`src/design/acr_map.vh`:
```
// register offsets, field positions, reset values and timing counts
`ifndef ACR_MAP_VH
`define ACR_MAP_VH
`define ACR_IDX_CTRL1      2'h1
`define ACR_IDX_CTRL2      2'h2
`define ACR_IDX_STATUS     2'h3
`define ACR_CTRL1_RST      12'h000
`define ACR_CTRL2_RST      12'h000
`define ACR_C1_MODE_LSB    0
`define ACR_C1_RD_LSB      2
`define ACR_C1_CH_LSB      7
`define ACR_C1_SER         11
`define ACR_C2_TMR_LSB     0
`define ACR_C2_REF         2
`define ACR_C2_POL         3
`define ACR_C2_FCD_LSB     4
`define ACR_INT_1024       15'h0400
`define ACR_INT_2048       15'h0800
`define ACR_INT_16384      15'h4000
`define ACR_FCD_1          15'h0001
`define ACR_FCD_256        15'h0100
`define ACR_FCD_2048       15'h0800
`define ACR_FCD_16384      15'h4000
`define ACR_CONV_CYC       15'h0010
`endif
```
`src/design/acr_cclk_div.v`:
```
// conversion-clock tick generator from the system clock
module acr_cclk_div #(
    parameter DIV = 2
) (
    input  wire clk_i,
    input  wire rst_i,
    output reg  tick_o
);
    reg [15:0] cnt_r;
    always @(posedge clk_i) begin
        if (rst_i) begin
            cnt_r  <= 16'h0000;
            tick_o <= 1'b0;
        end else if (cnt_r == DIV[15:0] - 16'h0001) begin
            cnt_r  <= 16'h0000;
            tick_o <= 1'b1;
        end else begin
            cnt_r  <= cnt_r + 16'h0001;
            tick_o <= 1'b0;
        end
    end
endmodule // acr_cclk_div

```
`src/design/acr_ctrl.v`:
```
// conversion control registers and sequencing timer over classic wishbone
// What this block does
// - Control one bits 1:0 pick no conversion, single, host-paced sequence or self-timed sequence.
// - Control one bits 6:2 hold the readback address, which the host writes before reading a register.
// - Control one bits 10:7 pick the input: 0 X-plus, 1 Y-plus, 3-5 auxiliaries, 6-7 batteries.
// - Codes 2 and 10 pick the pressure nodes, 8 single and 9 differential temperature.
// - Control one bit 11 picks ratiometric at 0 or single-ended at 1.
// - Control two bits 1:0 set converting once or repeating every 1024, 2048 or 16384 periods.
// - Control two bit 2 picks internal reference at 0 or external at 1.
// - Control two bit 3 sets the halt pin active low at 0 or active high at 1.
// - The first delay runs at power-up, before X/Y coordinate channels, and after the last conversion.
// - Delay code 00 gives 1 period and 01 gives 256 periods.
// - Delay code 10 gives 2048 periods and 11 gives 16384 periods.
`include "acr_map.vh"
module acr_ctrl #(
    parameter CCLK_DIV = 2
) (
    input  wire        clk_i,
    input  wire        rst_i,
    input  wire        cyc_i,
    input  wire        stb_i,
    input  wire        we_i,
    input  wire [3:0]  adr_i,
    input  wire [3:0]  sel_i,
    input  wire [31:0] dat_i,
    output reg  [31:0] dat_o,
    output reg         ack_o,
    input  wire        acquisition_halt_pin_i,
    input  wire        seq_step_i,
    output reg         convert_o,
    output reg  [3:0]  input_sel_o,
    output reg         single_or_ratiometric_o,
    output reg         ext_ref_o,
    output reg         busy_o,
    output reg         settle_o,
    output wire [4:0]  readback_sel_o,
    output wire        acq_halted_o
);
    localparam ST_IDLE  = 3'h0;
    localparam ST_DELAY = 3'h1;
    localparam ST_CONV  = 3'h2;
    localparam ST_TAIL  = 3'h3;
    localparam ST_WAIT  = 3'h4;
    localparam ST_HOST  = 3'h5;

    reg  [11:0] ctrl1_r;
    reg  [11:0] ctrl2_r;
    reg  [2:0]  state_r;
    reg  [2:0]  state_nxt;
    reg  [14:0] dly_r;
    reg  [14:0] dly_nxt;
    reg  [14:0] int_r;
    reg  [14:0] int_nxt;
    reg         powered_r;
    reg         powered_nxt;
    reg         start_r;
    wire        cclk_tick;
    wire        req = cyc_i & stb_i & ~ack_o;
    wire [1:0]  mode = ctrl1_r[`ACR_C1_MODE_LSB +: 2];
    wire [1:0]  tmr  = ctrl2_r[`ACR_C2_TMR_LSB +: 2];
    wire [1:0]  fcd  = ctrl2_r[`ACR_C2_FCD_LSB +: 2];
    wire [3:0]  ch   = ctrl1_r[`ACR_C1_CH_LSB +: 4];

    acr_cclk_div #(
        .DIV (CCLK_DIV)
    ) u_div (
        .clk_i  (clk_i),
        .rst_i  (rst_i),
        .tick_o (cclk_tick)
    );

    function [14:0] fcd_len;
        input [1:0] code;
        begin
            case (code)
                2'h0:    fcd_len = `ACR_FCD_1;
                2'h1:    fcd_len = `ACR_FCD_256;
                2'h2:    fcd_len = `ACR_FCD_2048;
                default: fcd_len = `ACR_FCD_16384;
            endcase
        end
    endfunction

    function [14:0] int_len;
        input [1:0] code;
        begin
            case (code)
                2'h1:    int_len = `ACR_INT_1024;
                2'h2:    int_len = `ACR_INT_2048;
                2'h3:    int_len = `ACR_INT_16384;
                default: int_len = 15'h0000;
            endcase
        end
    endfunction

    // coordinate channels need the settling delay
    function is_coord;
        input [3:0] code;
        begin
            is_coord = (code == 4'h0) || (code == 4'h1);
        end
    endfunction

    // word index match of a bus address
    function idx_hit;
        input [3:0] adr;
        input [1:0] idx;
        begin
            idx_hit = (adr[3:2] == idx);
        end
    endfunction

    wire        wr_c1 = req & we_i & idx_hit(adr_i, `ACR_IDX_CTRL1);
    wire        wr_c2 = req & we_i & idx_hit(adr_i, `ACR_IDX_CTRL2);
    // status word: halted, powered, busy, state
    wire [31:0] status_w = {26'h0000000, acq_halted_o, powered_r, busy_o, state_r};

    assign acq_halted_o = ctrl2_r[`ACR_C2_POL] ? acquisition_halt_pin_i : ~acquisition_halt_pin_i;
    assign readback_sel_o = ctrl1_r[`ACR_C1_RD_LSB +: 5];

    // register writes; a write with mode nonzero starts conversion
    always @(posedge clk_i) begin
        if (rst_i) begin
            ctrl1_r <= `ACR_CTRL1_RST;
            ctrl2_r <= `ACR_CTRL2_RST;
            start_r <= 1'b0;
            ack_o   <= 1'b0;
        end else begin
            ack_o   <= req;
            start_r <= 1'b0;
            if (wr_c1) begin
                if (sel_i[0])
                    ctrl1_r[7:0] <= dat_i[7:0];
                if (sel_i[1])
                    ctrl1_r[11:8] <= dat_i[11:8];
                start_r <= sel_i[0] & (dat_i[1:0] != 2'h0);
            end
            if (wr_c2) begin
                if (sel_i[0])
                    ctrl2_r[7:0] <= dat_i[7:0];
                if (sel_i[1])
                    ctrl2_r[11:8] <= dat_i[11:8];
            end
        end
    end

    // read data; unmapped reads give zero
    always @(posedge clk_i) begin
        if (rst_i) begin
            dat_o <= 32'h00000000;
        end else if (req && !we_i) begin
            case (adr_i[3:2])
                `ACR_IDX_CTRL1:  dat_o <= {20'h00000, ctrl1_r};
                `ACR_IDX_CTRL2:  dat_o <= {20'h00000, ctrl2_r};
                `ACR_IDX_STATUS: dat_o <= status_w;
                default:         dat_o <= 32'h00000000;
            endcase
        end
    end

    // sequencer, counters advance only on conversion-clock ticks
    always @* begin
        state_nxt   = state_r;
        dly_nxt     = dly_r;
        int_nxt     = int_r;
        powered_nxt = powered_r;
        case (state_r)
            ST_IDLE: begin
                // settle at power-up or before coordinate channels
                // a start while busy is dropped; mode is re-read at each stage end except the delay
                if (start_r) begin
                    if (!powered_r || is_coord(ch)) begin
                        state_nxt = ST_DELAY;
                        dly_nxt   = fcd_len(fcd);
                    end else begin
                        state_nxt = ST_CONV;
                        dly_nxt   = `ACR_CONV_CYC;
                    end
                    powered_nxt = 1'b1;
                end
            end
            ST_DELAY: begin
                if (cclk_tick) begin
                    if (dly_r <= 15'h0001) begin
                        state_nxt = ST_CONV;
                        dly_nxt   = `ACR_CONV_CYC;
                    end else begin
                        dly_nxt = dly_r - 15'h0001;
                    end
                end
            end
            ST_CONV: begin
                // acquisition frozen while halt asserted
                if (cclk_tick && !acq_halted_o) begin
                    if (dly_r <= 15'h0001) begin
                        // host-paced sequence waits for host step
                        if (mode == 2'h2) begin
                            state_nxt = ST_HOST;
                        end else begin
                            state_nxt = ST_TAIL;
                            dly_nxt   = fcd_len(fcd);
                        end
                    end else begin
                        dly_nxt = dly_r - 15'h0001;
                    end
                end
            end
            ST_HOST: begin
                if (seq_step_i) begin
                    state_nxt = ST_CONV;
                    dly_nxt   = `ACR_CONV_CYC;
                end else if (mode != 2'h2) begin
                    state_nxt = ST_TAIL;
                    dly_nxt   = fcd_len(fcd);
                end
            end
            ST_TAIL: begin
                if (cclk_tick) begin
                    if (dly_r <= 15'h0001) begin
                        if (tmr != 2'h0 && mode != 2'h0) begin
                            state_nxt = ST_WAIT;
                            int_nxt   = int_len(tmr);
                        end else begin
                            state_nxt = ST_IDLE;
                        end
                    end else begin
                        dly_nxt = dly_r - 15'h0001;
                    end
                end
            end
            ST_WAIT: begin
                if (mode == 2'h0 || tmr == 2'h0) begin
                    state_nxt = ST_IDLE;
                end else if (cclk_tick) begin
                    if (int_r <= 15'h0001) begin
                        state_nxt = ST_DELAY;
                        dly_nxt   = is_coord(ch) ? fcd_len(fcd) : 15'h0001;
                    end else begin
                        int_nxt = int_r - 15'h0001;
                    end
                end
            end
            default: state_nxt = ST_IDLE;
        endcase
    end

    always @(posedge clk_i) begin
        if (rst_i) begin
            state_r   <= ST_IDLE;
            dly_r     <= 15'h0000;
            int_r     <= 15'h0000;
            powered_r <= 1'b0;
        end else begin
            state_r   <= state_nxt;
            dly_r     <= dly_nxt;
            int_r     <= int_nxt;
            powered_r <= powered_nxt;
        end
    end

    // outputs registered from state and fields
    always @(posedge clk_i) begin
        if (rst_i) begin
            convert_o               <= 1'b0;
            input_sel_o             <= 4'h0;
            single_or_ratiometric_o <= 1'b0;
            ext_ref_o               <= 1'b0;
            busy_o                  <= 1'b0;
            settle_o                <= 1'b0;
        end else begin
            convert_o <= (state_nxt == ST_CONV);
            // channel code passes to the mux
            // pressure and temperature codes pass unchanged
            input_sel_o <= ch;
            single_or_ratiometric_o <= ctrl1_r[`ACR_C1_SER];
            ext_ref_o <= ctrl2_r[`ACR_C2_REF];
            busy_o    <= (state_nxt != ST_IDLE);
            settle_o  <= (state_nxt == ST_DELAY) || (state_nxt == ST_TAIL);
        end
    end
endmodule // acr_ctrl

```
`config.mk`:
```
export PLATFORM = sky130hd
export DESIGN_NAME = acr_ctrl
export DESIGN_NICKNAME = d
export VERILOG_FILES = /design/src/design/acr_cclk_div.v /design/src/design/acr_ctrl.v
export VERILOG_INCLUDE_DIRS = /design/src /design/src/design
export SDC_FILE = /design/constraint.sdc
export NUM_CORES = 1
export LEC_CHECK = 0
export BUFFER_PORTS_ARGS = -buffer_cell sky130_fd_sc_hd__buf_2
export CORE_UTILIZATION = 56
export DETAILED_ROUTE_END_ITERATION = 7
export GPL_ROUTABILITY_DRIVEN = 1
export PLACE_DENSITY_LB_ADDON = 0.2
export SYNTH_ARGS = -nofsm -noshare
export SYNTH_HDL_FRONTEND = slang
export SYNTH_SLANG_ARGS = --single-unit
```
`constraint.sdc`:
```
create_clock -name clk_i -period 3.4 [get_ports clk_i]
set_input_delay 0.34 -clock clk_i [delete_from_list [all_inputs] [get_ports clk_i]]
set_output_delay 0.34 -clock clk_i [all_outputs]
set_load 0.01 [all_outputs]
```
# Yosys cells after proc, flatten, opt, wreduce, memory -nomap -nowiden
# Cells that the tools add are included.
# word_totals
input_bits	47
elab_cells	140
ff_bits	118
# op_classes
n_addsub	3
bitwise	9
eq_ne	33
n_mux	44
reduce_logical	30
order_cmp	2
# op_table
operator	count
$mux 15	21
$pmux 15 s3	2
$pmux 15 s6	1
$mux 3	14
$pmux 12 s3	1
$le 15x1->1 const B	2
$pmux 15 s2	1
$sub 15x1->15 const B	2
$ne 2x2->1 const B	9
$pmux 3 s6	1
$add 16x1->16 const B	1
$eq 16x1->1 const B	1
$eq 2x2->1 const B	6
$eq 3x2->1 const B	4
$reduce_and 11->1	1
$reduce_and 2->1	5
$reduce_bool 2->1	4
$reduce_and 7->1	1
$and 1x1->1	6
$eq 2x1->1 const B	3
$eq 3x1->1 const B	2
$eq 3x3->1 const B	2
$logic_not 2->1	3
$ne 2x1->1 const B	3
13 further kinds	25

# Logic depth before layout (Yosys ltp)
# Gate-level depths: netlist (run 1).
# depth
word_depth	8
depth_mapped	9
mapped_depth_nobuf	8

# Modules after synthesis
# From an unflattened synthesis (run 1), not the netlist that was laid out.
# hier_totals
hier_cells	581
area_unflattened_um2	5103.6
# by_module_without_submodules
mod	area_per_inst_um2	n_inst	cells_each
acr_ctrl	4290.4	1	496
acr_cclk_div	813.3	1	85

# Worst setup path after synthesis (run 1)
# OpenSTA, ideal clock, no wires.
# synth_path
path_kind	register -> register
startpoint	reg dly_r[8]
endpoint	reg int_r[14]
arrival_time_ns	2.589
slack_ns	0.694
stages_incl_launch_ff	7
path_buffers	0
period_less_slack_ns	2.706
setup_time_ns	0.117
cell_sequence	dfxtp_1 or4_4 or4_4 nor4_4 o21ai_0 or3_1 a32o_1
# synth_via
elab_chain_cells	3
# synth_rtl
item	line_no	source
from (decl)	acr_ctrl.v:50	reg [14:0] dly_r;
from (signal assigned)	acr_ctrl.v:255	dly_r <= dly_nxt;
$le 15x1->1	acr_ctrl.v:219	if (dly_r <= 15'h0001) begin
$ne 2x2->1 (no line)	n/a	
$reduce_and 7->1 (no line)	n/a	
to (signal assigned)	acr_ctrl.v:256	int_r <= int_nxt;
to (decl)	acr_ctrl.v:52	reg [14:0] int_r;
# No other way between the ends.
# A chain may end at the register's enable or synchronous reset.

# Worst setup path in the final report (run 1)
# layout_path
startpoint	reg int_r[4]
endpoint	reg dly_r[12]
# layout_via
elab_chain_cells	3
# layout_rtl
item	line_no	source
$le 15x1->1	acr_ctrl.v:235	if (int_r <= 15'h0001) begin
$ne 2x2->1 (no line)	n/a	
$reduce_and 11->1 (no line)	n/a	
# No other way between the ends.

==> reports/metrics.yaml, run 1 <==
hold_buffers: 0
required_ps: 3690
postLayoutCoreUtil: 0.619
crit_chain: "or4_4 > or4_1 > o31ai_4 > nand4_1 > or4_1 > a31oi_1"
drtIter0Drc: 245
coreArea_um2: 8760
numCtsBuffers: 9
setup_violations: 0
place_hpwl_um: 7720
port_buffers: 50
hold_start: "dat_i[2]"
yosys_warnings: 0
final_common_cell: "dfxtp_1"
hp-class: "in2reg"
num_rows: 34
critPathMaxStageDelay_ps: 630
async_flop_share: 0
wl_per_cell_um: 14.5
dr.pass1.iters: 4
layout_min_cycle_time_ps: 3030
drc: 0
routabilityCongestion: 0.879
swShare: 0.250
cts_max_level: 3
max_freq_mhz: 331
hold_violations: 0
period_share: 0.890
reg2reg_from: "int_r[4]"
ys.flop_type: "dfxtp_1"
critPathLaunchType: "flip-flop"
critPathTopFamily: "simple AND/OR/NAND/NOR gates"
cts_setup_buffers: 0
wl_um: 10700
power_frac_comb: 0.066
path_max_fanout: 8
die_h_um: 97.3
grt_max_degree: 49
cp-end-kind: "flip-flop"
intPower_uw: 1500
place_inst: 720
synth_edf_count: 0
antenna_cells: 0
synth_area_per_cell_um2: 8.64
slew_headroom: 0.329
whs_ps: 230
holdPathEnd: "ctrl1_r[2]"
rrSetupSlack_ps: 370
clockPowerShare: 0.345
startpoint: "int_r[4]"
grt_overflow_total: 0
maxCapViolations: 0
initial_core_util: 0.581
cts_tree: "yes"
post_cts_resize_count: 0
fp.dieW_um: 97.3
peakVddDrop_uv: 216
crit_top_cell: "or4_1"
crit_type: "reg2reg"
synth.distinct_cells: 69
root_buffer: "clkbuf_8"
leakage_uw: 0.00207
slew_viol_final: 0
finalNetCount: 676
fin_setup_tns_ps: 0
synthCells: 589
rr_worst_depth: 6
worst_pin_slew_ps: 1000
final_cell_mix: "98 x dfxtp_1, 87 x nor2_1, 50 x buf_2"
dr_total_vias: 4242
power.switching_uw: 499
synth_area_um2: 5090
rsz0062_at_grt: "no"
cts_buffer_depth: 2
skew_ps: 13.4
antenna_found_initial: 0
clk_latency_ps: 360
ios: 95
drive_gt1_frac: 0.177
path_buf_inv: 0
r2r-end: "dly_r[12]"
instances_no_fill: 736
vias_per_cell: 5.76
holdPathStages: 3
first_global_vias: 3978
clkTransAtPathRegs_ps: 90
grt_pass1_wl_um: 18100
status: "finished clean"
area_growth_pct: 6.66
cts_sinks: 98
synth.ff_latch_count: 98
power_uw: 2000
synth-seq-area-share: 0.386
ant_nets: 0
die-area_um2: 9470
p_per_area_nw_per_um2: 368
grt_usage: 0.230
seq_power_share: 0.589
critPathSlowestCell: "or4_1"
cp.arrival_ps: 3320
tightest hold or removal path: cells and delay by family:
kind | cells | cell delay (ps)
buf+inv | 1 | 90
simple gates | 1 | 70
mux | 1 | 60
per-stage QoR:
stage	instance area, um^2	worst slack (ps)
5_1_grt	5430	236
6_report	5430	374
4_1_cts	5430	376
3_5_place_dp	5250	401
3_3_place_gp	5250	426
2_1_floorplan	5160	694
how the worst max path moves through the flow:
stage / end / slack [ps] / depth (start not counted)
after floorplan: int_r[14] / 690 / 6
after global placement: dly_r[12] / 430 / 6
after detailed placement: dly_r[12] / 400 / 6
after CTS: dly_r[12] / 380 / 6
after global routing: dly_r[12] / 240 / 6
final: dly_r[12] / 370 / 6
layout make-up:
class,count,area (um^2)
clock buffers,11,141
clock inverters,5,38.8
fillers,790,3340
inverters,15,56.3
multi-input cells,441,2780
flip-flops and latches,98,1960
well taps,108,135
repair buffers,58,310
cells by family after synthesis:
family / count (synthesis) / synth area share
adders and majority gates: 6 / 0.0148
other: 1 / 0.000737
AOI/OAI and AO/OA: 125 / 0.169
and+or+nand+nor: 241 / 0.253
buffers and inverters: 69 / 0.0834
DFF: 98 / 0.386
xor gates and xnor gates: 19 / 0.0327
muxes: 30 / 0.0603
sequential cells by signal, summed over array words and instances (netlist names), 3 cells and up:
| register | cells |
|---|---|
| input_sel_o | 4 |
| state_r | 3 |
| int_r | 15 |
| ctrl2_r | 12 |
| dat_o | 12 |
| u_div.cnt_r | 16 |
| ctrl1_r | 12 |
| dly_r | 15 |
synthesized netlist by cell type (11+ instances only):
master	n	area share
dfxtp_1	98	0.39
nor3_1	19	0.019
clkbuf_1	18	0.013
inv_1	15	0.011
nand2_1	30	0.022
buf_4	25	0.037
or3_1	16	0.020
xor2_1	11	0.019
nor2_1	87	0.064
mux2i_1	25	0.049
a21oi_1	28	0.028
o21ai_0	21	0.021
a211oi_1	15	0.022
nor2b_1	11	0.014
a22oi_1	14	0.021
nand3_1	11	0.011
layer usage:
metal  share of wire  vias up  track usage
li1                -     2133            -
met3           0.041       14       0.0410
met5               0        -            0
met2            0.48       89        0.385
met1            0.46     2006        0.297
met4           0.015        0       0.0882
power groups by stage:
stage	combinational, uW	sequential (uW)	clock, uW
after floorplan	105	1200	0
after global placement	129	1200	0
after detailed placement	131	1200	0
after CTS	132	1180	709
after global routing	146	1180	751
final	131	1180	689
(Power assumes the default switching activity.)
==> inputs of run 2 (changes only) <==
- ABC_AREA: unset -> 1
==> reports/metrics.yaml, run 2 <==
die_h_um: 99.2  # was 97.3 um
max_freq_mhz: 444  # was 331 MHz
cts_sinks: 98  # unchanged
grt_pass1_wl_um: 20000  # was 18100 um
clockPowerShare: 0.370  # was 0.345
rsz0062_at_grt: "no"  # unchanged
crit_path_end: "dly_r[1]"  # was dly_r[12]
antenna_found_initial: 0  # unchanged
holdPathStages: 3  # unchanged
cts_max_level: 3  # unchanged
placed_cell_area_um2: 5480  # was 5250 um^2
cts_tree: "yes"  # unchanged
finalNetCount: 868  # was 676
seq_power_share: 0.550  # was 0.589
skew_ps: 13.3  # was 13.4 ps
grt_usage: 0.250  # was 0.230
grt_overflow_total: 0  # unchanged
fp.dieW_um: 99.2  # was 97.3 um
port_buffers: 50  # unchanged
highest_layer: "met4"  # unchanged
ios: 95  # unchanged
clkTransAtPathRegs_ps: 100  # was 90 ps
final_cell_mix: "185 x nand2_1, 109 x nor2_1, 98 x dfxtp_1"  # was 98 x dfxtp_1, 87 x nor2_1, 50 x buf_2
synth.ff_latch_count: 98  # unchanged
yosysTopAreaCell: "dfxtp_1"  # unchanged
startpoint: "state_r[0]"  # was int_r[4]
top_register: "u_div.cnt_r"  # unchanged
routed-wl-met3_um: 777  # was 439 um
hp-class: "in2reg"  # unchanged
drc: 0  # unchanged
cp-end-kind: "flip-flop"  # unchanged
status: "finished clean"  # unchanged
synth-seq-area-share: 0.371  # was 0.386
final_area_um2: 5690  # was 5430 um^2
layout_min_cycle_time_ps: 2250  # was 3030 ps
reg2reg_from: "state_r[0]"  # was int_r[4]
crit_type: "reg2reg"  # unchanged
cp.arrival_ps: 2510  # was 3320 ps
critPathLaunchType: "flip-flop"  # unchanged
area_growth_pct: 7.40  # was 6.66%
largest_reg_flops: 16  # unchanged
intPower_uw: 1590  # was 1500 uW
peakVddDrop_uv: 384  # was 216 uV
synth_area_per_cell_um2: 6.82  # was 8.64 um^2
grt_max_degree: 43  # was 49
drive_gt1_frac: 0.133  # was 0.177
cts_buffer_depth: 2  # unchanged
netlist_top_cells_count: "185 x nand2_1, 109 x nor2_1, 98 x dfxtp_1"  # was 98 x dfxtp_1, 87 x nor2_1, 30 x nand2_1
power_frac_comb: 0.080  # was 0.066
drtIter0Drc: 222  # was 245
required_ps: 3660  # was 3690 ps
p_per_area_nw_per_um2: 376  # was 368 nW/um^2
cts_setup_buffers: 0  # unchanged
hold_buffers: 0  # unchanged
maxCapViolations: 0  # unchanged
initial_core_util: 0.576  # was 0.581
r2r-end: "dly_r[1]"  # was dly_r[12]
fin_setup_tns_ps: 0  # unchanged
final_common_cell: "nand2_1"  # was dfxtp_1
ys.flop_type: "dfxtp_1"  # unchanged
path_max_fanout: 15  # was 8
critPathMaxStageDelay_ps: 520  # was 630 ps
slew_viol_final: 0  # unchanged
num_rows: 35  # was 34
synth_top_area_frac: 0.371  # was 0.386
vias_per_cell: 5.31  # was 5.76
yosys_warnings: 0  # unchanged
synthMostInstantiatedCell: "nand2_1"  # was dfxtp_1
first_global_vias: 4465  # was 3978
rr_worst_depth: 9  # was 6
worst_pin_slew_ps: 637  # was 1000 ps
swShare: 0.258  # was 0.250
wl_per_cell_um: 12.7  # was 14.5 um
synth_area_um2: 5290  # was 5090 um^2
die-area_um2: 9850  # was 9470 um^2
place_hpwl_um: 8510  # was 7720 um
rrSetupSlack_ps: 1150  # was 370 ps
slew_headroom: 0.572  # was 0.329
setup_violations: 0  # unchanged
met1Wirelength_um: 5300  # was 4940 um
post_cts_resize_count: 0  # unchanged
clk_latency_ps: 370  # was 360 ps
hold_violations: 0  # unchanged
numCtsBuffers: 9  # unchanged
ys_top_cells_by_area: "dfxtp_1 37%, nand2_1 13%, nor2_1 7.7%, a21oi_1 6.6%, inv_1 5.3%"  # was dfxtp_1 39%, nor2_1 6.4%, mux2i_1 4.9%, buf_4 3.7%, a21oi_1 2.8%
antenna_cells: 0  # unchanged
dr.pass1.iters: 5  # was 4
hold_start: "dat_i[3]"  # was dat_i[2]
coreArea_um2: 9200  # was 8760 um^2
ant_nets: 0  # unchanged
critPathSlowestCell: "dfxtp_1"  # was or4_1
dr_total_vias: 4948  # was 4242
wl_met2_um: 5640  # was 5160 um
routabilityCongestion: 0.871  # was 0.879
period_share: 0.663  # was 0.890
leakage_uw: 0.00257  # was 0.00207 uW
power.switching_uw: 552  # was 499 uW
root_buffer: "clkbuf_8"  # unchanged
synthCells: 776  # was 589
async_flop_share: 0  # unchanged
wl_um: 11900  # was 10700 um
synth_edf_count: 0  # unchanged
synth.distinct_cells: 45  # was 69
top_regs: "u_div.cnt_r (16), dly_r (15), int_r (15)"  # unchanged
crit_chain: "nor2_2 > nand2_2 > inv_1 > nand3_1 > nand3_4 > nor2_8 > inv_4 > o21ai_0 > nor2_1"  # was or4_4 > or4_1 > o31ai_4 > nand4_1 > or4_1 > a31oi_1
==> run 2: logic make-up (layout without fill, tap and decap cells) <==
group,after synthesis,after routing,share of synthesized area
AOI/OAI and AO/OA,139,139,0.147
DFF,98,98,0.371
adders and majority gates,6,6,0.0142
other,1,20,0.000708
and+or+nand+nor,387,387,0.319
xor gates and xnor gates,21,21,0.0347
buffers and inverters,124,149,0.114
==> run 2: how the worst min path moves through the flow <==
stage,endpoint,slack [ps]
3_5_place_dp,ctrl2_r[10],440
3_3_place_gp,ctrl2_r[10],430
5_1_grt,ctrl1_r[2],210
4_1_cts,ctrl1_r[3],200
2_1_floorplan,ctrl2_r[10],420
6_report,ctrl1_r[3],210
==> run 2: cell type report <==
cell class              instances  area, um^2
clock buffers                  12         145
clock inverters                 4        58.8
fillers                       854        3510
inverters                      79         302
multi-input cells             573        2800
flip-flops and latches         98        1960
well taps                     111         139
repair buffers                 54         280
==> run 2: worst max-delay path: cells and delay by family, from the launching register on <==
family          cells  cell delay (ps)
flops               1              520
compound gates      1              240
buf+inv             2              390
simple gates        6              990
==> run 2: routing by layer <==
layer  GRT usage  vias to the layer above
li1            -                     2531
met1       0.306                     2267
met2       0.433                      137
met3      0.0654                       13
met4      0.0735                        0
met5           0                        -
==> run 2: through the flow <==
stage,hold WS (ps),instances,util,setup WS [ps],total power [uW]
2_1_floorplan,424,795,-,1840,1340
3_3_place_gp,431,915,0.596,1230,1370
3_5_place_dp,436,915,0.596,1160,1370
4_1_cts,198,931,0.618,1130,2150
5_1_grt,214,931,0.618,983,2230
6_report,212,931,0.618,1150,2140
==> run 2: power by group through the flow <==
stage                     logic [uW]  clock network, uW  registers [uW]
final                            171                790            1180
after global routing             193                853            1180
after CTS                        171                808            1180
after detailed placement         169                  0            1200
after global placement           166                  0            1200
after floorplan                  138                  0            1200
